===== src/verilog/rmp_defines.svh =====
`ifndef RMP_DEFINES_SVH
`define RMP_DEFINES_SVH

// register counts
`define RMP_NUM_IN_REGS 9
`define RMP_NUM_OUT_REGS 8
`define RMP_NUM_MAP_REGS 17

// byte offsets: map register k sits at k*4, then oscillator control
`define RMP_MAP_BASE 8'h00
`define RMP_OSC_CTRL_OFFSET 8'h44
`define RMP_IRQ1_SEL_INDEX 0

// field layout of the external interrupt 1 select register
`define RMP_IRQ1_SEL_MSB 12
`define RMP_IRQ1_SEL_LSB 8
`define RMP_PIN_SEL_TIED_LOW 5'h1f
`define RMP_PIN_SEL_MAX 5'h19

// implemented-bit masks and reset values
`define RMP_IRQ1_MASK 16'h1f00
`define RMP_IN_MASK 16'h1f1f
`define RMP_OUT_MASK 16'h1f1f
`define RMP_IRQ1_RESET 16'h1f00
`define RMP_IN_RESET 16'h1f1f
`define RMP_OUT_RESET 16'h0000

// oscillator control: lock bit and unlock keys
`define RMP_LOCK_BIT 6
`define RMP_LOCK_RESET 1'h0
`define RMP_KEY_FIRST 8'h46
`define RMP_KEY_SECOND 8'h57

`endif


===== src/verilog/rmp_pkg.sv =====
package rmp_pkg;

    // unlock sequence progress
    typedef enum logic [1:0] {
        RMP_KEY_IDLE = 2'b00,
        RMP_KEY_GOT_FIRST = 2'b01,
        RMP_KEY_ARMED = 2'b10
    } rmp_key_state_e;

endpackage


===== src/verilog/rmp_pin_remap.sv =====
`timescale 1ns/100ps
`default_nettype none
`include "rmp_defines.svh"

module rmp_pin_remap
    import rmp_pkg::*;
#(
    parameter int NUM_PINS = 26
) (
    // clock and reset
    input wire logic i_clk,
    input wire logic i_rst_n,
    // apb slave
    input wire logic i_psel,
    input wire logic i_penable,
    input wire logic i_pwrite,
    input wire logic [7:0] i_paddr,
    input wire logic [31:0] i_pwdata,
    output logic o_pready,
    output logic [31:0] o_prdata,
    output logic o_pslverr,
    // pins and peripheral side
    input wire logic [NUM_PINS-1:0] i_remappable_pin,
    output logic o_ext_irq1_input,
    output logic o_pin_map_write_lock
);

    // register map, one aligned word per register:
    //   word 0      interrupt 1 select, field in bits 12:8
    //   words 1-8   the other input selects, fields 12:8 and 4:0
    //   words 9-16  output selects, fields 12:8 and 4:0
    //   byte 0x44   oscillator control, only the lock in bit 6
    // any other address answers with the error flag; a write there only restarts the key sequence
    //
    // bus timing:
    //   the setup cycle samples the address and builds the answer
    //   ready rises in the first access cycle, so there are no waits
    //   a write lands on the edge that sees select, enable and ready
    //   the error flag stands for that one cycle only; read data holds until the next setup
    //   back-to-back transfers are fine, setup may follow access
    //
    // write lock:
    //   the lock starts cleared, so boot code may map pins at once
    //   a locked write still completes cleanly and changes nothing
    //   the lock moves only on the write that follows the two keys
    //   the keys go to the low byte of the oscillator control word
    //   any write elsewhere between the keys starts the sequence over
    //   a repeated first key keeps the sequence in its first step
    //   reads never disturb the sequence
    //   writes to the control word outside the armed step leave the lock unchanged
    //
    // interrupt 1 path:
    //   the pins come from the pads and may change at any time
    //   two flops bring them into the clock domain first
    //   the selected pin then passes one more flop to the output
    //   so a pin edge shows at the output three edges later
    //   a new select shows one edge after its register updates
    //   codes past the last pin, and all ones, give a steady low
    //   a pulse shorter than one clock may be missed; that is the
    //   price of a clean synchroniser and is fine for level inputs
    //
    // other selects:
    //   they only store their fields; the peripherals that would use
    //   them sit outside this block
    //   their reset value leaves every input tied low and every pin
    //   on its default port function
    //
    // parameters:
    //   the pin count sets the width of the pin input bus
    //   select codes at or past the pin count read as a steady low
    //   the select field stays five bits whatever the pin count
    //
    // reset:
    //   synchronous and active low, held for at least one edge
    //   every bus answer flop clears, so no stray ready follows it
    //   the synchroniser clears, so the output starts low
    //   the lock clears and the key sequence returns to idle
    //
    // hazards for software:
    //   map the input before enabling the interrupt, or a stale low
    //   may read as an edge when the pin is first routed
    //   leave the lock set in normal running so a stray store
    //   cannot move a pin

    // map register storage and per-register constants
    logic [15:0] map_q [`RMP_NUM_MAP_REGS];
    logic [15:0] map_d [`RMP_NUM_MAP_REGS];
    logic [15:0] map_mask [`RMP_NUM_MAP_REGS];
    logic [15:0] map_rst [`RMP_NUM_MAP_REGS];

    // write lock and unlock sequence
    logic lock_q;
    logic lock_d;
    rmp_key_state_e key_q;
    rmp_key_state_e key_d;

    // bus answer
    logic pready_q;
    logic pready_d;
    logic [31:0] prdata_q;
    logic [31:0] prdata_d;
    logic pslverr_q;
    logic pslverr_d;

    // pin synchroniser
    logic [NUM_PINS-1:0] pin_meta_q;
    logic [NUM_PINS-1:0] pin_meta_d;
    logic [NUM_PINS-1:0] pin_sync_q;
    logic [NUM_PINS-1:0] pin_sync_d;

    // interrupt 1 output
    logic irq1_q;
    logic irq1_d;

    // access decode
    logic wr_en;
    logic is_map;
    logic is_osc;
    logic [5:0] reg_idx;
    logic [4:0] irq1_sel;

    // access decode: a transfer completes on the edge pready is seen high
    assign wr_en = i_psel & i_penable & pready_q & i_pwrite;
    assign reg_idx = i_paddr[7:2];
    assign is_map = (i_paddr[1:0] == 2'h0) &&
                    (reg_idx < 6'(`RMP_NUM_MAP_REGS));
    assign is_osc = (i_paddr == `RMP_OSC_CTRL_OFFSET);

    // per-register masks, reset values and next values
    // seventeen remap registers
    genvar g;
    generate
        for (g = 0; g < `RMP_NUM_MAP_REGS; g++) begin : g_map
            if (g == `RMP_IRQ1_SEL_INDEX) begin : g_irq1
                assign map_mask[g] = `RMP_IRQ1_MASK;
                assign map_rst[g] = `RMP_IRQ1_RESET;
            end else if (g < `RMP_NUM_IN_REGS) begin : g_in
                assign map_mask[g] = `RMP_IN_MASK;
                assign map_rst[g] = `RMP_IN_RESET;
            end else begin : g_out
                assign map_mask[g] = `RMP_OUT_MASK;
                assign map_rst[g] = `RMP_OUT_RESET;
            end

            always_comb begin
                map_d[g] = map_q[g];
                if (wr_en && is_map && !lock_q &&
                    reg_idx == 6'(g)) begin
                    map_d[g] = i_pwdata[15:0] & map_mask[g];
                end
            end

            // map register storage
            always_ff @(posedge i_clk) begin
                if (!i_rst_n) begin
                    map_q[g] <= map_rst[g];
                end else begin
                    map_q[g] <= map_d[g];
                end
            end
        end
    endgenerate

    // unlock key sequence and lock bit
    // key sequence before lock change
    always_comb begin
        key_d = key_q;
        lock_d = lock_q;
        if (wr_en && is_osc) begin
            case (key_q)
                RMP_KEY_IDLE: begin
                    if (i_pwdata[7:0] == `RMP_KEY_FIRST) begin
                        key_d = RMP_KEY_GOT_FIRST;
                    end
                end
                RMP_KEY_GOT_FIRST: begin
                    if (i_pwdata[7:0] == `RMP_KEY_SECOND) begin
                        key_d = RMP_KEY_ARMED;
                    end else if (i_pwdata[7:0] == `RMP_KEY_FIRST) begin
                        key_d = RMP_KEY_GOT_FIRST;
                    end else begin
                        key_d = RMP_KEY_IDLE;
                    end
                end
                RMP_KEY_ARMED: begin
                    lock_d = i_pwdata[`RMP_LOCK_BIT];
                    key_d = RMP_KEY_IDLE;
                end
                default: begin
                    key_d = RMP_KEY_IDLE;
                end
            endcase
        end else if (wr_en) begin
            // any other write breaks the sequence
            key_d = RMP_KEY_IDLE;
        end
    end

    // key state and lock storage
    always_ff @(posedge i_clk) begin
        if (!i_rst_n) begin
            key_q <= RMP_KEY_IDLE;
            lock_q <= `RMP_LOCK_RESET;
        end else begin
            key_q <= key_d;
            lock_q <= lock_d;
        end
    end

    // apb answer: one wait-free access phase, data registered
    always_comb begin
        pready_d = i_psel & ~i_penable;
        prdata_d = prdata_q;
        pslverr_d = 1'b0;
        if (i_psel && !i_penable) begin
            prdata_d = 32'h0000_0000;
            if (is_map) begin
                prdata_d = {16'h0000, map_q[reg_idx[4:0]]};
            end else if (is_osc) begin
                prdata_d[`RMP_LOCK_BIT] = lock_q;
            end else begin
                pslverr_d = 1'b1;
            end
        end
    end

    // apb answer registers
    always_ff @(posedge i_clk) begin
        if (!i_rst_n) begin
            pready_q <= 1'b0;
            prdata_q <= 32'h0000_0000;
            pslverr_q <= 1'b0;
        end else begin
            pready_q <= pready_d;
            prdata_q <= prdata_d;
            pslverr_q <= pslverr_d;
        end
    end

    // synchroniser next values: only the second flop reads the first
    always_comb begin
        pin_meta_d = i_remappable_pin;
        pin_sync_d = pin_meta_q;
    end

    // two-flop synchroniser on the remappable pins
    always_ff @(posedge i_clk) begin
        if (!i_rst_n) begin
            pin_meta_q <= '0;
            pin_sync_q <= '0;
        end else begin
            pin_meta_q <= pin_meta_d;
            pin_sync_q <= pin_sync_d;
        end
    end

    assign irq1_sel = map_q[`RMP_IRQ1_SEL_INDEX]
                      [`RMP_IRQ1_SEL_MSB:`RMP_IRQ1_SEL_LSB];

    // interrupt 1 input mux
    // field selects the pin
    always_comb begin
        irq1_d = 1'b0;
        if (irq1_sel == `RMP_PIN_SEL_TIED_LOW) begin
            irq1_d = 1'b0;
        end else if (irq1_sel <= `RMP_PIN_SEL_MAX &&
                     32'(irq1_sel) < NUM_PINS) begin
            irq1_d = pin_sync_q[irq1_sel];
        end
    end

    // peripheral-side output register
    always_ff @(posedge i_clk) begin
        if (!i_rst_n) begin
            irq1_q <= 1'b0;
        end else begin
            irq1_q <= irq1_d;
        end
    end

    assign o_pready = pready_q;
    assign o_prdata = prdata_q;
    assign o_pslverr = pslverr_q;
    assign o_ext_irq1_input = irq1_q;
    assign o_pin_map_write_lock = lock_q;

endmodule
`default_nettype wire


===== config.mk =====
export PLATFORM = sky130hd
export DESIGN_NAME = rmp_pin_remap
export DESIGN_NICKNAME = d
export VERILOG_FILES = /design/src/verilog/rmp_pkg.sv /design/src/verilog/rmp_pin_remap.sv
export VERILOG_INCLUDE_DIRS = /design/src /design/src/verilog
export SDC_FILE = /design/constraint.sdc
export NUM_CORES = 1
export LEC_CHECK = 0
export BUFFER_PORTS_ARGS = -buffer_cell sky130_fd_sc_hd__buf_2
export CAP_MARGIN = 30
export CORE_ASPECT_RATIO = 1.5
export CORE_MARGIN = 2
export CORE_UTILIZATION = 55
export CTS_BUF_LIST = sky130_fd_sc_hd__clkbuf_4 sky130_fd_sc_hd__clkbuf_8 sky130_fd_sc_hd__clkbuf_16
export DETAILED_ROUTE_END_ITERATION = 16
export HOLD_SLACK_MARGIN = 0.1
export MAX_ROUTING_LAYER = met4
export PLACE_DENSITY = 0.8
export SLEW_MARGIN = 0
export SYNTH_ARGS = -nofsm -noshare
export SYNTH_HDL_FRONTEND = slang
export SYNTH_SLANG_ARGS = --single-unit

===== constraint.sdc =====
create_clock -name i_clk -period 6.5 [get_ports i_clk]
set_input_delay 0.65 -clock i_clk [delete_from_list [all_inputs] [get_ports i_clk]]
set_output_delay 0.65 -clock i_clk [all_outputs]
set_load 0.02 [all_outputs]

* Word-level counts from Yosys, hierarchy flattened *
Memories as Yosys holds them, arrays and structs flattened.
Cells that the tools add are included.

word-level totals
  register bits after elaboration = 90
  latch bits = 0
  RAM bits = 272
  ROM bits = 0
  input port bits = 71
  output and inout bits = 36
  word-level logic and storage cells = 175
  memories = 1

cells by class
  add/sub/neg operators = 0
  $mul = 0
  divide/modulo/power cells = 0
  $lt $le $gt $ge = 4
  equality and inequality tests = 39
  shift operators = 0
  multiplexer cells = 49
  bitwise gates (word level) = 25
  reductions and logical operators = 49

memories
  name   words  width  rd ports  clocked after memory_dff  write ports  line                 text
  map_q  17     16     2         0                         17           rmp_pin_remap.sv:86  logic [15:0] map_q [`RMP_NUM_MAP_REGS];

operators with widths
  cell                                                                           number
  16-bit 2-to-1 mux                                                              34
  6-bit by 4-bit == test with 1-bit output (second input constant)               8
  2-bit AND reduction                                                            18
  6-bit by 3-bit == test with 1-bit output (second input constant)               4
  8-bit by 7-bit == test with 1-bit output (second input constant)               3
  1-bit logical AND                                                              23
  1-bit OR                                                                       17
  1-bit != test (second input constant)                                          16
  6-bit by 2-bit == test with 1-bit output (second input constant)               2
  9-bit 2-to-1 mux                                                               1
  2-bit 2-to-1 mux                                                               4
  1-bit 2-to-1 mux                                                               7
  6-bit by 1-bit == test with 1-bit output (second input constant)               1
  6-bit by 5-bit == test with 1-bit output (second input constant)               1
  6-bit logical NOT                                                              1
  5-bit by 6-bit less-than comparator with 1-bit output (second input constant)  1
  6-bit by 5-bit less-than comparator with 1-bit output (second input constant)  1
  6-bit 2-to-1 mux                                                               1
  3-bit OR reduction                                                             2
  1-bit binary-select mux with 5-bit select                                      1
  5-bit == test (second input constant)                                          1
  5-bit <= comparator (second input constant)                                    1
  5-bit less-than comparator (second input constant)                             1
  1-bit bitwise AND                                                              4
  8 further kinds                                                                13

* Logic depth before layout (Yosys ltp) *
  word-level depth = 9
  depth in mapped cells = 8
  depth with buffers taken out = 4

* Least setup slack after synthesis *
No wires, ideal clock.

  path type = input -> register
  from = in i_paddr[1]
  to = mem map_q[10][0], enable pin
  library setup time = 0.391 ns
  arrival time = 2.248 ns
  data required time = 6.109 ns
  path slack = 3.861 ns
  cell stages on the path = 5
  path buffers = 1
  cells stage by stage = nor3_4 -> nand3_1 -> or2_1 -> clkbuf_1 -> o21ai_0

RTL lines
  item             line                 text
  start, declared  rmp_pin_remap.sv:17  input wire logic [7:0] i_paddr,
  end, declared    rmp_pin_remap.sv:86

==> impl_metrics.ini <==
[grt]
antenna_found_initial = 0
grt_pass1_vias = 6790
grt_usage_pct = 25.6
gr-total-overflow = 0
grt_max_degree = 78
grt_pass1_wl_mm = 36.4

[logic_synthesis]
async_reset_ff_share_pct = 0
syn-instance-count = 808
ys_warn_count = 0
ys_types = 50
ys.flop_type = edfxtp_1
seq_area_frac_synth_pct = 62.6
syn_avg_cell_area_um2 = 12.4
synth_edf_count = 160
synth_seq_cells = 234
synth.cell_area_mm2 = 0.0100

[flow_run]
maxCapViolCount = 0

[timing]
layout_setup_ws_ns = 3.57
finalCritPeriodShare_pct = 45.1
hold_violations = 0
finalSetupViolations = 0
min_period_ns = 2.93
finalMaxSlewViolations = 0
rsz0062_at_grt = false
slew_headroom_pct = 33.4
worstMarginPinSlew_ns = 0.998
max_freq_ghz = 0.341
tns_ns = 0
clock-skew-final_ns = 0.0173

[layout]
drive_gt1_share_pct = 19.8
final_cell_mix = edfxtp_1 (160), nand2_1 (109), nor2_1 (107)
final_cells = 1103
num-fill-cells = 1315
fin_util_pct = 62.6
insertedDiodeCount = 0
layout_commonest_cell = edfxtp_1
fin_nets = 942
multi_input_area_mm2 = 0.00339
area_delta_synth_final_pct = 11.8
regArea_mm2 = 0.00629

[clock_tree]
post_cts_buffers = 0
root_buffer = clkbuf_16
clkTransAtPathRegs_ns = 0.07
cts.path.max_buffers = 3
cts-buffers-inserted = 21
cts_tree = yes
h-tree-depth = 1
cts_hold_buf = 0
cts_resized = 0
clock_sinks = 234
clkLatencyLatePin_ns = 0.51

[drt]
post_drt_wl_per_cell_um = 21.5
drc = 0
ant_nets = 0
drt_iter0_drc = 786
wirelength_mm = 23.7
firstDrtPassIters = 5
vias_per_cell = 6.06
vias = 6681

[floorplan]
core-area_mm2 = 0.0179
pin_count = 107
rows = 60
start_util_pct = 56.0
die_area_mm2 = 0.0194
die_height_um = 170
fp.dieW_um = 114

[status]
outcome = finished, final reports clean

[placement]
io_buffers = 66
globalplace.congestion = 0.856
dp_hpwl_mm = 16.1
place_ws_ns = 3.05
post-place-cells = 1065

[critical_path]
crit_type = in -> reg
crit-reg2reg-launch = o_pready$_SDFF_PN0_
arrival_ns = 3.15
startpoint = i_paddr[3]
crit_path_start_kind = input pin
crit_fanout = 45
cp-end-kind = register
worstPathRequired_ns = 6.72

[power_and_ir_drop]
peakVddDrop_mv = 0.231
power.density_mw_per_mm2 = 276
power.leakage_uw = 0.00380

[worst_hold_path]
hp-start = i_remappable_pin[3]
min_path_type = in -> reg
synth_stat cells (2+ instances only):
master | number | area (µm²)
edfxtp_1 | 160 | 4800
nand2_1 | 109 | 409
nor2_1 | 108 | 405
dfxtp_1 | 74 | 1480
and2_1 | 64 | 400
mux4_2 | 29 | 653
buf_4 | 23 | 173
buf_2 | 19 | 95.1
mux2i_1 | 19 | 190
clkbuf_1 | 18 | 67.6
o21ai_0 | 18 | 90.1
nand3_1 | 16 | 80.1
nand2b_1 | 15 | 93.8
a22oi_1 | 11 | 82.6
a2bb2oi_1 | 10 | 87.6
a311oi_1 | 10 | 87.6
mux2_2 | 10 | 113
a21oi_1 | 9 | 45.0
a21boi_0 | 7 | 52.6
nand4_1 | 7 | 43.8
nor2b_1 | 6 | 37.5
a221o_1 | 5 | 50.1
a221oi_1 | 5 | 43.8
buf_6 | 5 | 56.3
o22ai_1 | 5 | 31.3
a21boi_1 | 4 | 30.0
nor3_2 | 4 | 40.0
and3_1 | 3 | 18.8
clkbuf_2 | 3 | 15.0
inv_1 | 3 | 11.3
nor3b_1 | 3 | 22.5
or2_1 | 3 | 18.8
a31oi_1 | 2 | 12.5
buf_8 | 2 | 30.0
nand3b_1 | 2 | 15.0
nor3_1 | 2 | 10.0
or3b_1 | 2 | 17.5
sequential cells by signal (all words and copies together), names as in the netlist:
signal and cells:
map_q 165, pin_meta_q 26, pin_sync_q 26, o_prdata 11, key_q 2, o_ext_irq1_input 1, o_pin_map_write_lock 1, o_pready 1
o_pslverr 1
routing by layer:
layer | track usage [%] | vias to the layer above | wire length [µm]
li1 | - | 3007 | -
met1 | 29.4 | 3219 | 8050
met2 | 43.6 | 359 | 12500
met3 | 2.79 | 96 | 1880
met4 | 14.7 | 0 | 1220
met5 | - | - | 0
worst max-delay path: stages:
cell and delay, ns:
buf_4 0.21, buf_16 0.24, nor2_1 0.12, nand4_1 0.63
o21ai_0 0.97, buf_4 0.29
cell families after synthesis:
group	synth area share [%]
buf+inv	4.46
compound gates	6.37
flops	62.6
mux	9.52
other cells	0.0373
simple gates	17.0
worst paths after layout:
check                                 to  slack [ns]  depth (start not counted)
max          map_q[12][11]$_SDFFCE_PN0P_        3.57                          6
min             pin_meta_q[3]$_SDFF_PN0_        0.34                          2
max reg2reg  map_q[12][11]$_SDFFCE_PN0P_        3.63                          4
min reg2reg     pin_sync_q[6]$_SDFF_PN0_        0.43                          1
power breakdown:
part / switching, µW / total [µW] / internal (µW)
Sequential: 9.58 / 1630 / 1620
Combinational: 125 / 195 / 70.1
Clock: 548 / 1280 / 732
through the flow:
| step | power, µW | instance area [µm²] | hold slack, ns |
|---|---|---|---|
| after floorplan | 1790 | 10100 | 0.412 |
| after global placement | 1840 | 10400 | 0.415 |
| after detailed placement | 1850 | 10500 | 0.417 |
| after CTS | 3110 | 11200 | 0.325 |
| after global routing | 3180 | 11200 | 0.337 |
| final | 3100 | 11200 | 0.339 |
cell type report:
type                       count  share of cell area [%]
sequential                   234                    56.0
multi-input combinational    521                    30.2
clock buffer                  27                    5.61
timing repair buffer          90                    4.85
tap                          217                    2.42
clock inverter                11                   0.825
inverter                       3                   0.100
Power figures use the tool's default switching activity.
